<file path="src/design/state_store_pkg.sv">
// constants and command codes for the state store and service mask block
// ****************************************************************
// Summary of operation
// - recall loads whole state from slot 0-9
// - recall of empty slot loads preset state
// - reset command equals front-panel preset action
// - save copies whole current state into slot
// - mask write accepts values 0 through 255
// - mask one enables status bit, zero blocks
// - mask query returns mask, read leaves it
// - mask bits 7,5,4,3 map status summaries, bit 6 feeds nothing
// - mask bits 2,1,0 enable nothing
// - summary set when enabled status bit 7,5,4 or 3 set
// ****************************************************************
package state_store_pkg;

  // ****************************************************************
  // command port
  // ****************************************************************
  localparam int OP_W  = 3;                 // command code width
  localparam int ARG_W = 16;                // argument width, wide on purpose
  // command codes
  localparam logic [OP_W-1:0] OP_SAVE       = 3'h1;
  localparam logic [OP_W-1:0] OP_RECALL     = 3'h2;
  localparam logic [OP_W-1:0] OP_RESET      = 3'h3;
  localparam logic [OP_W-1:0] OP_MASK_WRITE = 3'h4;
  localparam logic [OP_W-1:0] OP_MASK_QUERY = 3'h5;

  // ****************************************************************
  // slots and mask
  // ****************************************************************
  localparam int SLOT_COUNT = 10;            // slots 0 to 9
  localparam int SLOT_IDX_W = 4;             // bits to index a slot
  localparam logic [ARG_W-1:0] SLOT_MAX = 16'h0009;  // highest slot
  localparam logic [ARG_W-1:0] MASK_MAX = 16'h00FF;  // highest mask value
  localparam logic [7:0] MASK_RESET     = 8'h00;     // mask after reset
  // status bits that may feed the summary: 7,5,4,3; bit 6 is the
  // summary itself and bits 2..0 are unused
  localparam logic [7:0] MSS_SOURCES    = 8'hB8;
  localparam int BIT_OPER = 7;               // operation summary
  localparam int BIT_RQS  = 6;               // request service
  localparam int BIT_ESB  = 5;               // event status summary
  localparam int BIT_MAV  = 4;               // message available
  localparam int BIT_QUES = 3;               // questionable summary

endpackage

</file>
<file path="src/design/state_store_and_srq_mask.sv">
// state save/recall store and service request enable mask
`timescale 1ns/1ps
module state_store_and_srq_mask
  import state_store_pkg::*;
#(
  parameter int                 STATE_W      = 32,  // operating state width
  parameter logic [STATE_W-1:0] PRESET_STATE = '0   // preset default state
) (
  // clock and reset
  input  wire logic                          REF_CLK,
  input  wire logic                          RESET_N,
  // command port
  input  wire logic                          CMD_VALID,
  input  wire logic [state_store_pkg::OP_W-1:0]  CMD_OPCODE,
  input  wire logic [state_store_pkg::ARG_W-1:0] CMD_ARG,
  output logic                               CMD_DONE,
  output logic                               CMD_ERROR,
  output logic                               QUERY_VALID,
  output logic [7:0]                         QUERY_DATA,
  // operating state
  input  wire logic                          STATE_WR,
  input  wire logic [STATE_W-1:0]            STATE_WDATA,
  input  wire logic                          PANEL_PRESET,
  output logic [STATE_W-1:0]                 OPER_STATE,
  // status byte and summary
  input  wire logic [7:0]                    STATUS_BYTE,
  output logic [7:0]                         SERVICE_REQUEST_MASK,
  output logic                               SUMMARY_STATUS
);
  import state_store_pkg::*;

  // ****************************************************************
  // storage and decode
  // ****************************************************************
  logic [STATE_W-1:0]    slot_mem [SLOT_COUNT];  // saved states
  logic [SLOT_COUNT-1:0] slot_full;              // slot ever written
  logic [7:0]            mask;                   // service request mask
  logic [SLOT_IDX_W-1:0] idx;                    // slot index from arg
  logic                  slot_ok;                // arg names a slot
  logic                  mask_ok;                // arg fits the mask
  logic                  do_save;                // accepted save
  logic                  do_recall;              // accepted recall
  logic                  do_preset;              // reset cmd or panel key
  logic                  do_mask_wr;             // accepted mask write
  logic                  do_query;               // mask query
  logic                  bad_cmd;                // rejected command
  logic [STATE_W-1:0]    rd_word;                // slot being recalled

  assign idx     = CMD_ARG[SLOT_IDX_W-1:0];
  assign slot_ok = (CMD_ARG <= SLOT_MAX);
  assign mask_ok = (CMD_ARG <= MASK_MAX);
  assign rd_word = slot_ok ? slot_mem[idx] : PRESET_STATE;

  // command decode, argument range checked before any effect
  always_comb begin
    do_save    = 1'b0;
    do_recall  = 1'b0;
    do_mask_wr = 1'b0;
    do_query   = 1'b0;
    bad_cmd    = 1'b0;
    do_preset  = PANEL_PRESET;
    if (CMD_VALID) begin
      case (CMD_OPCODE)
        OP_SAVE:       if (slot_ok) do_save = 1'b1;
                       else bad_cmd = 1'b1;
        OP_RECALL:     if (slot_ok) do_recall = 1'b1;
                       else bad_cmd = 1'b1;
        OP_RESET:      do_preset = 1'b1;
        OP_MASK_WRITE: if (mask_ok) do_mask_wr = 1'b1;
                       else bad_cmd = 1'b1;
        OP_MASK_QUERY: do_query = 1'b1;
        // unknown code refused
        default:       bad_cmd = 1'b1;
      endcase
    end
  end

  // ****************************************************************
  // save slots
  // ****************************************************************
  // slot contents need no reset, only the full flags do
  // store current state
  always_ff @(posedge REF_CLK) begin
    if (do_save) begin
      slot_mem[idx] <= OPER_STATE;
    end
  end

  // full flags, cleared at reset so every slot starts empty
  always_ff @(posedge REF_CLK) begin
    if (!RESET_N) begin
      slot_full <= '0;
    end else if (do_save) begin
      slot_full[idx] <= 1'b1;
    end
  end

  // ****************************************************************
  // operating state
  // ****************************************************************
  // commands win over a local write landing in the same cycle
  always_ff @(posedge REF_CLK) begin
    if (!RESET_N) begin
      OPER_STATE <= PRESET_STATE;
    end else if (do_preset) begin
      OPER_STATE <= PRESET_STATE;
    end else if (do_recall) begin
      OPER_STATE <= slot_full[idx] ? rd_word : PRESET_STATE;
    end else if (STATE_WR) begin
      // ordinary change from the instrument
      OPER_STATE <= STATE_WDATA;
    end
  end

  // ****************************************************************
  // service request mask and summary
  // ****************************************************************
  // mask register, written whole, bits 2..0 kept as written
  always_ff @(posedge REF_CLK) begin
    if (!RESET_N) begin
      mask <= MASK_RESET;
    end else if (do_mask_wr) begin
      mask <= CMD_ARG[7:0];
    end
  end
  assign SERVICE_REQUEST_MASK = mask;

  // summary over enabled sources; bit 6 excluded to avoid feedback
  always_ff @(posedge REF_CLK) begin
    if (!RESET_N) begin
      SUMMARY_STATUS <= 1'b0;
    end else begin
      SUMMARY_STATUS <= |(STATUS_BYTE & mask & MSS_SOURCES);
    end
  end

  // ****************************************************************
  // answers
  // ****************************************************************
  // done and error are one-cycle pulses after the taking edge
  always_ff @(posedge REF_CLK) begin
    if (!RESET_N) begin
      CMD_DONE    <= 1'b0;
      CMD_ERROR   <= 1'b0;
      QUERY_VALID <= 1'b0;
    end else begin
      CMD_DONE    <= CMD_VALID;
      CMD_ERROR   <= bad_cmd;
      QUERY_VALID <= do_query;
    end
  end

  // query data holds until the next query
  always_ff @(posedge REF_CLK) begin
    if (!RESET_N) begin
      QUERY_DATA <= MASK_RESET;
    end else if (do_query) begin
      QUERY_DATA <= mask;
    end
  end

  // ****************************************************************
  // checks
  // ****************************************************************
  property p_recall_full;
    @(posedge REF_CLK) disable iff (!RESET_N)
    (CMD_VALID && CMD_OPCODE == OP_RECALL && slot_ok && slot_full[idx]
     && !PANEL_PRESET) |=> (OPER_STATE == $past(rd_word));
  endproperty
  a_recall_full: assert property (p_recall_full)
    else $error("recall did not load slot contents");

  property p_recall_empty;
    @(posedge REF_CLK) disable iff (!RESET_N)
    (CMD_VALID && CMD_OPCODE == OP_RECALL && slot_ok && !slot_full[idx])
    |=> (OPER_STATE == PRESET_STATE);
  endproperty
  a_recall_empty: assert property (p_recall_empty)
    else $error("empty slot recall did not load preset");

  property p_reset_cmd;
    @(posedge REF_CLK) disable iff (!RESET_N)
    (CMD_VALID && CMD_OPCODE == OP_RESET)
    |=> (OPER_STATE == PRESET_STATE) && CMD_DONE && !CMD_ERROR;
  endproperty
  a_reset_cmd: assert property (p_reset_cmd)
    else $error("reset command did not load preset");

  property p_save;
    @(posedge REF_CLK) disable iff (!RESET_N)
    (CMD_VALID && CMD_OPCODE == OP_SAVE && slot_ok)
    |=> slot_full[$past(idx)] && (slot_mem[$past(idx)] == $past(OPER_STATE));
  endproperty
  a_save: assert property (p_save)
    else $error("save did not store current state");

  property p_mask_write;
    @(posedge REF_CLK) disable iff (!RESET_N)
    (CMD_VALID && CMD_OPCODE == OP_MASK_WRITE && mask_ok)
    |=> (SERVICE_REQUEST_MASK == $past(CMD_ARG[7:0])) && !CMD_ERROR;
  endproperty
  a_mask_write: assert property (p_mask_write)
    else $error("mask write not stored");

  property p_enable_bit;
    @(posedge REF_CLK) disable iff (!RESET_N)
    (STATUS_BYTE[BIT_ESB] && mask[BIT_ESB]) |=> SUMMARY_STATUS;
  endproperty
  a_enable_bit: assert property (p_enable_bit)
    else $error("enabled status bit did not raise summary");

  property p_unused_bits;
    @(posedge REF_CLK) disable iff (!RESET_N)
    ((STATUS_BYTE & mask & MSS_SOURCES) == 8'h00) |=> !SUMMARY_STATUS;
  endproperty
  a_unused_bits: assert property (p_unused_bits)
    else $error("disabled or unused bit raised summary");

  property p_query;
    @(posedge REF_CLK) disable iff (!RESET_N)
    // second cycle: the pulse may only stand again for a back-to-back query
    (CMD_VALID && CMD_OPCODE == OP_MASK_QUERY) |=> (QUERY_VALID
    && (QUERY_DATA == $past(mask)) && (mask == $past(mask)))
    ##1 (!QUERY_VALID || $past(do_query));
  endproperty
  a_query: assert property (p_query)
    else $error("mask query answer wrong");

  property p_reject;
    @(posedge REF_CLK) disable iff (!RESET_N)
    (CMD_VALID && CMD_OPCODE == OP_MASK_WRITE && !mask_ok)
    |=> CMD_ERROR && $stable(mask);
  endproperty
  a_reject: assert property (p_reject)
    else $error("out-of-range mask not refused");

endmodule

</file>
<file path="config.mk">
export PLATFORM = sky130hd
export DESIGN_NAME = state_store_and_srq_mask
export DESIGN_NICKNAME = d
export VERILOG_FILES = /design/src/design/state_store_pkg.sv /design/src/design/state_store_and_srq_mask.sv
export SDC_FILE = /design/constraint.sdc
export NUM_CORES = 1
export LEC_CHECK = 0
export BUFFER_PORTS_ARGS = -buffer_cell sky130_fd_sc_hd__buf_2
export CAP_MARGIN = 40
export CELL_PAD_IN_SITES_DETAIL_PLACEMENT = 0
export CELL_PAD_IN_SITES_GLOBAL_PLACEMENT = 1
export CORE_UTILIZATION = 55
export DETAILED_ROUTE_END_ITERATION = 7
export GPL_ROUTABILITY_DRIVEN = 0
export PLACE_DENSITY_LB_ADDON = 0.2
export SETUP_SLACK_MARGIN = 0.2
export SYNTH_ARGS = -nofsm -noshare
export SYNTH_HDL_FRONTEND = slang
export SYNTH_SLANG_ARGS = --single-unit
</file>
<file path="constraint.sdc">
create_clock -name REF_CLK -period 5.6 [get_ports REF_CLK]
set_input_delay 0.28 -clock REF_CLK [delete_from_list [all_inputs] [get_ports REF_CLK]]
set_output_delay 0.28 -clock REF_CLK [all_outputs]
set_load 0.05 [all_outputs]
</file>
==> results.md, run 1 <==
- Xor/xnor share of the synthesized area: 0
- Synth area leaders: edfxtp_1 (64%), mux2i_1 (9.2%), dfxtp_1 (8.3%)
- Adder-cell share of the synthesized area: 0
- Post-CTS Setup Bufs: 0
- Worst Skew: 0.0141 ns
- Fraction of layout cells with a size suffix above 1: 0.263
- Hold_buf cts: 0
- Initial Util: 0.567
- Iteration-0 DRC Markers: about 650
- Pleak: approximately 0.0068 uW
- Via/cell ratio: 5.92
- H-tree depth: 2
- Hold Worst Slack: 0.0471 ns
- Internal: roughly 4700 uW
- Core Area: ~26000 um^2
- Worst slew pin tran: 0.899 ns
- Final setup vio count: 0
- Chip width: between 150 and 200 um
- Sw Ratio: 0.202
- Critical Path End Type: flop
- Commonest cells after routing, fill and taps aside: edfxtp_1 (320), mux2i_1 (137), buf_2 (111)
- Simple-gate portion of the synthesized area: 0.0265
- Vias in the first global route: approximately 8200
- Top Metal Used: met4
- DRC Markers: 0
- Global-route wire length before repair: 48000 um
- Final Cell Area: approximately 17000 um^2
- Status: finished clean
- Gate power share: 0.041
- Die ar.: ~28000 um^2
- CTS tree: built
- RSZ-0062 raised after global routing: no
- Peak VDD IR: just under 0.2 mV
- Vias: slightly above 8000
- Startpoint Class: input pin
- Syn. warnings: 0
- Cell variety after synth: 43
- Crit Path Class: input pin to flop
- Routed length on met2: approximately 15000 um
- Largest net degree at the start of global routing: 62
- Post-synth top area share: 0.643
- First-pass DRT Iterations: 5
- Detailed-route wire length: around 31000 um
- Fin crit share: 0.430
- Yosys reg bits: between 300 and 400
- Die H: approximately 170 um
- Antenna cells: 0
- Primary FF master, synth: edfxtp_1
- I/O pin count: 116
- Largest family of logic cells by synthesized area: multiplexers
- Avg Inst Size Synth: approximately 17 um^2
- CTS max path bufs: 3
- Nets@finish: 1087
- HPWL Detailed: about 17000 um
- Area grow syn2layout: 15.8%
- Buffers on Ports: around 110
- Worst-skew pair later-pin latency: between 0.5 and 0.6 ns
- Clock Pin Slew Worst Setup and Hold Paths: 0.06 ns
- Crit path DAT: between 2 and 3 ns
- Area of the mapped netlist: approximately 15000 um^2
- Switch Pwr: 1190 uW
- Row count: 59
- Synth area leader: edfxtp_1
- Register area share after synthesis: 0.726
- Hold crit path type: input pin to flop
- Routed wl met3: around 1400 um
- Resize count post-CTS: 0
- CTS root buf: clkbuf_16
- Synth Instances: around 900
- Crit Path Max Fanout: 26
- DR WL/cell: around 22 um
- Worst slew margin: 0.400
- Most common cell after layout, fill and taps aside: edfxtp_1
- Power density over the cells: 340 nW/um^2
- GR Overflow Total: 0
- Hold Violations, Final: 0
- Num CTS Buffers: 39
- Clk sinks: around 380
- EDFF count, synth: between 300 and 400
- Global Route Usage Sum: 0.229
- Post-Synthesis Net Count: 966
- Mux contribution to synthesized area: 0.141
- Worst Reg2Reg Path Length in Cells: 6
- Post-synthesis compound-gate area fraction: 0.0865
- Seq pwr share: 0.525
- Placed cell area: 16000 um^2
- Number of antenna violations at the first check in global routing: 0
- Critical path required time: 5.76 ns
- Post-layout minimum cycle time: 2.41 ns
- Max Clk Rate: between 0.4 and 0.5 GHz
- Async SR Flop Fraction: 0
- Max Slew Vio Count: 0
- Clock share of power: 0.434
- Met1 Wirelength: approximately 14000 um
- Maxcap violations: 0
- Routed Antenna Nets: 0
- Setup_tns: 0 ns
- Hold depth: 3
-- cells by family (layout without fill, tap and decap cells) --
group,count (synthesis),count (layout)
flops,382,382
buf+inv,62,213
mux,202,202
compound gates,187,187
simple gates,69,69
-- sequential cells by signal (all words and copies together), names as in the netlist --
name and flops:
CMD_ERROR 1, slot_full 10, QUERY_DATA 8, SUMMARY_STATUS 1, QUERY_VALID 1, CMD_DONE 1
slot_mem 320, SERVICE_REQUEST_MASK 8, OPER_STATE 32
-- cells in the mapped netlist (11+ instances only) --
cell       count
dfxtp_1       62
a22oi_1       64
o21ai_1       28
mux2i_1      137
nor2_1        11
clkbuf_1      28
buf_2         22
a21oi_1       34
nand2_1       22
edfxtp_1     320
mux2_2        64
o2111ai_1     30
-- per-stage QoR --
stage	std cells	worst slack, ns	utilization	total power [uW]
2_1_floorplan	902	1.92	-	3300
3_3_place_gp	1311	2.63	0.603	3380
3_5_place_dp	1317	2.58	0.608	3390
4_1_cts	1388	3.11	0.657	5920
5_1_grt	1388	2.97	0.657	6050
6_report	1388	3.19	0.657	5890
-- power by group through the flow --
| stage | registers [uW] | clock network, uW | logic [uW] |
|---|---|---|---|
| after floorplan | 3170 | 0 | 132 |
| after global placement | 3150 | 0 | 232 |
| after detailed placement | 3150 | 0 | 242 |
| after CTS | 3090 | 2580 | 244 |
| after global routing | 3090 | 2700 | 258 |
| final | 3090 | 2560 | 241 |
-- path summary, 6_finish.rpt --
| path | start | end | slack [ns] |
|---|---|---|---|
| hold / removal | CMD_ARG[4] | SERVICE_REQUEST_MASK[4]$_SDFFE_PN0P_ | 0.05 |
| setup / recovery | CMD_ARG[4] | slot_mem[0][24]$_DFFE_PP_ | 3.19 |
| setup reg to reg | slot_full[9]$_SDFFE_PN0P_ | OPER_STATE[21]$_SDFFE_PP0P_ | 3.76 |
| hold reg to reg | QUERY_DATA[7]$_SDFFE_PN0P_ | QUERY_DATA[7]$_SDFFE_PN0P_ | 0.46 |
-- per-layer routing --
layer	up-vias	GRT usage
li1	3843	-
met1	4108	0.320
met2	216	0.376
met3	47	0.0361
met4	0	0.0604
met5	-	0
-- worst max-delay path: stages --
cell     delay [ns]
buf_2          0.10
nor4_1         0.44
and4_1         0.35
nand2_1        0.18
nor3_2         0.64
buf_4          0.56
-- layout make-up --
cell class | instances | area (um^2)
Clock inverter | 17 | 160
Inverter | 5 | 18.8
Tap cell | 335 | 419
Sequential cell | 382 | 10900
Clock buffer | 54 | 1110
Timing Repair Buffer | 137 | 842
Fill cell | 1884 | 9050
Multi-Input combinational cell | 458 | 3900
No activity file was read; power rests on OpenSTA's default activity.
==> run 2, diff against run 1 <==
--- a/config.mk
+++ b/config.mk
@@ -9,7 +9,7 @@
 export CAP_MARGIN = 40
 export CELL_PAD_IN_SITES_DETAIL_PLACEMENT = 0
 export CELL_PAD_IN_SITES_GLOBAL_PLACEMENT = 1
-export CORE_UTILIZATION = 55
+export CORE_UTILIZATION = 51
 export DETAILED_ROUTE_END_ITERATION = 7
 export GPL_ROUTABILITY_DRIVEN = 0
 export PLACE_DENSITY_LB_ADDON = 0.2
==> constraint.sdc (replaced) <==
create_clock -name REF_CLK -period 2.4 [get_ports REF_CLK]
set_input_delay 0.12 -clock REF_CLK [delete_from_list [all_inputs] [get_ports REF_CLK]]
set_output_delay 0.12 -clock REF_CLK [all_outputs]
set_load 0.05 [all_outputs]
==> run 2 against run 1 <==
Effect of this change: clock power up 130%; sequential share of layout area down 2.4 points; critical path depth up 1; utilization down 3.2 points; cell count up 7.6%; sequential cell count unchanged; final area up 3.9%; worst hold slack worse by 0.027 ns; non-clock buffer count up 53; power up 130%; clock skew down 0.00086 ns; via count up 0.32%; highest routed layer unchanged.
==> results.md, run 2 (synthesis results as in run 1) <==
- Fraction of layout cells with a size suffix above 1: 0.258 (was 0.263)
- CTS max path bufs: 3 (unchanged)
- Antenna cells: 0 (unchanged)
- GR Overflow Total: 0 (unchanged)
- Nets@finish: 1141 (was 1087)
- Critical path required time: 2.60 ns (was 5.76 ns)
- CTS tree: built (unchanged)
- Num CTS Buffers: 40 (was 39)
- Row count: 62 (was 59)
- Power density over the cells: 759 nW/um^2 (was 340 nW/um^2)
- Fillcell total: 2097 (was 1884)
- Die ar.: 30000 um^2 (was 27800 um^2)
- Iteration-0 DRC Markers: 644 (was 647)
- Top Registers: slot_mem: 320 flops, OPER_STATE: 32 flops, slot_full: 10 flops (unchanged)
- Peak VDD IR: 0.505 mV (was 0.195 mV)
- Status: finished clean (unchanged)
- Commonest cells after routing, fill and taps aside: edfxtp_1 (320), mux2i_1 (137), buf_2 (110) (was edfxtp_1 (320), mux2i_1 (137), buf_2 (111))
- Gate power share: 0.044 (was 0.041)
- Detailed-route wire length: 30600 um (was 31200 um)
- Internal: 10900 uW (was 4700 uW)
- Crit Path Class: input pin to flop (unchanged)
- DRC Markers: 0 (unchanged)
- Cell depth of the worst setup path: 7 (was 6)
- Critical Path End Type: flop (unchanged)
- Area grow syn2layout: 20.3% (was 15.8%)
- Post-layout minimum cycle time: 2.08 ns
- Vias in the first global route: 8232 (was 8171)
- Sw Ratio: 0.204 (was 0.202)
- CP top delay family: simple AND/OR/NAND/NOR gates (unchanged)
- Buffers on Ports: 111 (unchanged)
- Worst slew pin tran: 0.844 ns (was 0.899 ns)
- Global-route wire length before repair: 47600 um (was 48000 um)
- Most common cell after layout, fill and taps aside: edfxtp_1 (unchanged)
- Startpoint Class: input pin (unchanged)
- Critical path's largest stage delay: 0.53 ns (was 0.64 ns)
- Routed Antenna Nets: 0 (unchanged)
- Top reg by flops: slot_mem (unchanged)
- DR WL/cell: 20.5 um (was 22.5 um)
- Seq pwr share: 0.528 (was 0.525)
- Final setup vio count: 0 (unchanged)
- Util after Layout: 0.625 (was 0.657)
- Max Clk Rate: around 0.48 GHz
- Fin crit share: 0.866
- Slowest CP cell: dlygate4sd3_1 (was nor3_2)
- H-tree depth: 2 (unchanged)
- Hold Worst Slack: 0.0202 ns (was 0.0471 ns)
- Crit Path Max Fanout: 13 (was 26)
- Placed Instances: 1377 (was 1317)
- Initial Util: 0.519 (was 0.567)
- Number of antenna violations at the first check in global routing: 0 (unchanged)
- First-pass DRT Iterations: 4 (was 5)
- Crit path DAT: 2.28 ns (was 2.57 ns)
- I/O pin count: 116 (unchanged)
- Vias: 8240 (was 8214)
- Fin cells: 1493 (was 1388)
- Chip width: 173 um (was 167 um)
- Clock share of power: 0.427 (was 0.434)
- Max reg flops: 320 (unchanged)
- Clk sinks: 382 (unchanged)
- Hold crit path type: input pin to flop (unchanged)
- Switch Pwr: 2790 uW (was 1190 uW)
- Post-CTS Setup Bufs: 0 (unchanged)
- Clock Pin Slew Worst Setup and Hold Paths: 0.06 ns (about the same)
- Hold Violations, Final: 0 (unchanged)
- HPWL Detailed: 17700 um (was 16600 um)
- Largest net degree at the start of global routing: 116 (was 62)
- Worst slew margin: 0.438 (was 0.400)
- Worst-skew pair later-pin latency: 0.53 ns (was 0.52 ns)
- RSZ-0062 raised after global routing: no (unchanged)
- Via/cell ratio: 5.52 (was 5.92)
- Cell chain of the critical path: dlygate4sd3_1 > buf_2 > nor4_2 > and4_1 > nand2_1 > nor3_4 > buf_4 (was buf_2 > nor4_1 > and4_1 > nand2_1 > nor3_2 > buf_4)
- Worst Skew: 0.0132 ns (was 0.0141 ns)
- Worst Reg2Reg Path Length in Cells: 6 (unchanged)
- CTS root buf: clkbuf_16 (unchanged)
- Core Area: 28800 um^2 (was 26400 um^2)
- Max Slew Vio Count: 0 (unchanged)
- Global Route Usage Sum: 0.208 (was 0.229)
- Hold depth: 4 (was 3)
- Pleak: 0.00705 uW (was 0.00679 uW)
- Critical path buffer and inverter count: 3 (was 2)
- Maxcap violations: 0 (unchanged)
- Die H: 173 um (was 167 um)
[run 2: cell count changes in the layout (fill, tap and decap cells not counted), moves of 3 or more]
cell	previous run	this run
dlygate4sd3_1	0	42
buf_12	2	15
clkinv_1	5	11
nor3_2	4	0
nor3_4	0	4
buf_16	3	0
[run 2: path summary, 6_finish.rpt]
check                                  from                           to  slack, ns
hold / removal              STATE_WDATA[27]  OPER_STATE[27]$_SDFFE_PP0P_       0.02
hold reg to reg   slot_full[3]$_SDFFE_PN0P_    slot_full[3]$_SDFFE_PN0P_       0.46
setup reg to reg  slot_full[9]$_SDFFE_PN0P_  OPER_STATE[15]$_SDFFE_PP0P_       0.59
setup / recovery                 CMD_ARG[5]    slot_mem[1][29]$_DFFE_PP_       0.32
[run 2: metal layers]
layer,vias up,routed length (um),global-route usage
li1,3946,-,-
met1,4069,14100,0.296
met2,187,14700,0.336
met3,38,1370,0.0369
met4,0,400,0.0479
met5,-,0,0
[run 2: worst register-to-register path, stage by stage, from the launching register on]
cell and delay [ns]:
dfxtp_1 0.31, mux2_2 0.28, a32oi_1 0.29, o211ai_4 0.29
buf_12 0.26, o2111ai_1 0.15, a21oi_1 0.11
[run 2: power groups by stage]
stage,Clock (uW),Combinational (uW),Sequential (uW)
finish,5830,606,7210
global route,6220,652,7220
CTS,5950,611,7210
detailed placement,0,561,7350
global placement,0,557,7350
floorplan,0,309,7400
[run 2: timing repair]
| item | in CTS | in global routing |
|---|---|---|
| endpoints found under the hold margin | 39 | 0 |
| hold buffers | 42 | 0 |
| resized for setup | 0 | 1 |
| endpoints found under the setup margin | 0 | 32 |
[run 2: through the flow]
step           cell area (um^2)  power [uW]  worst slack (ns)  setup TNS (ns)
2_1_floorplan             15000        7710            -0.298          -66.33
3_3_place_gp              16300        7910             0.253               0
3_5_place_dp              16300        7910             0.163               0
4_1_cts                   18000       13800             0.202               0
5_1_grt                   18000       14100             0.290               0
6_report                  18000       13600             0.322               0
[run 2: final cells by class]
cell class,instances,area [um^2],area share
Sequential cell,382,10900,0.603
Clock buffer,52,1100,0.0610
Multi-Input combinational cell,458,3930,0.219
Clock inverter,22,154,0.00856
Tap cell,384,480,0.0267
Timing Repair Buffer,190,1450,0.0807
Inverter,5,18.8,0.00104
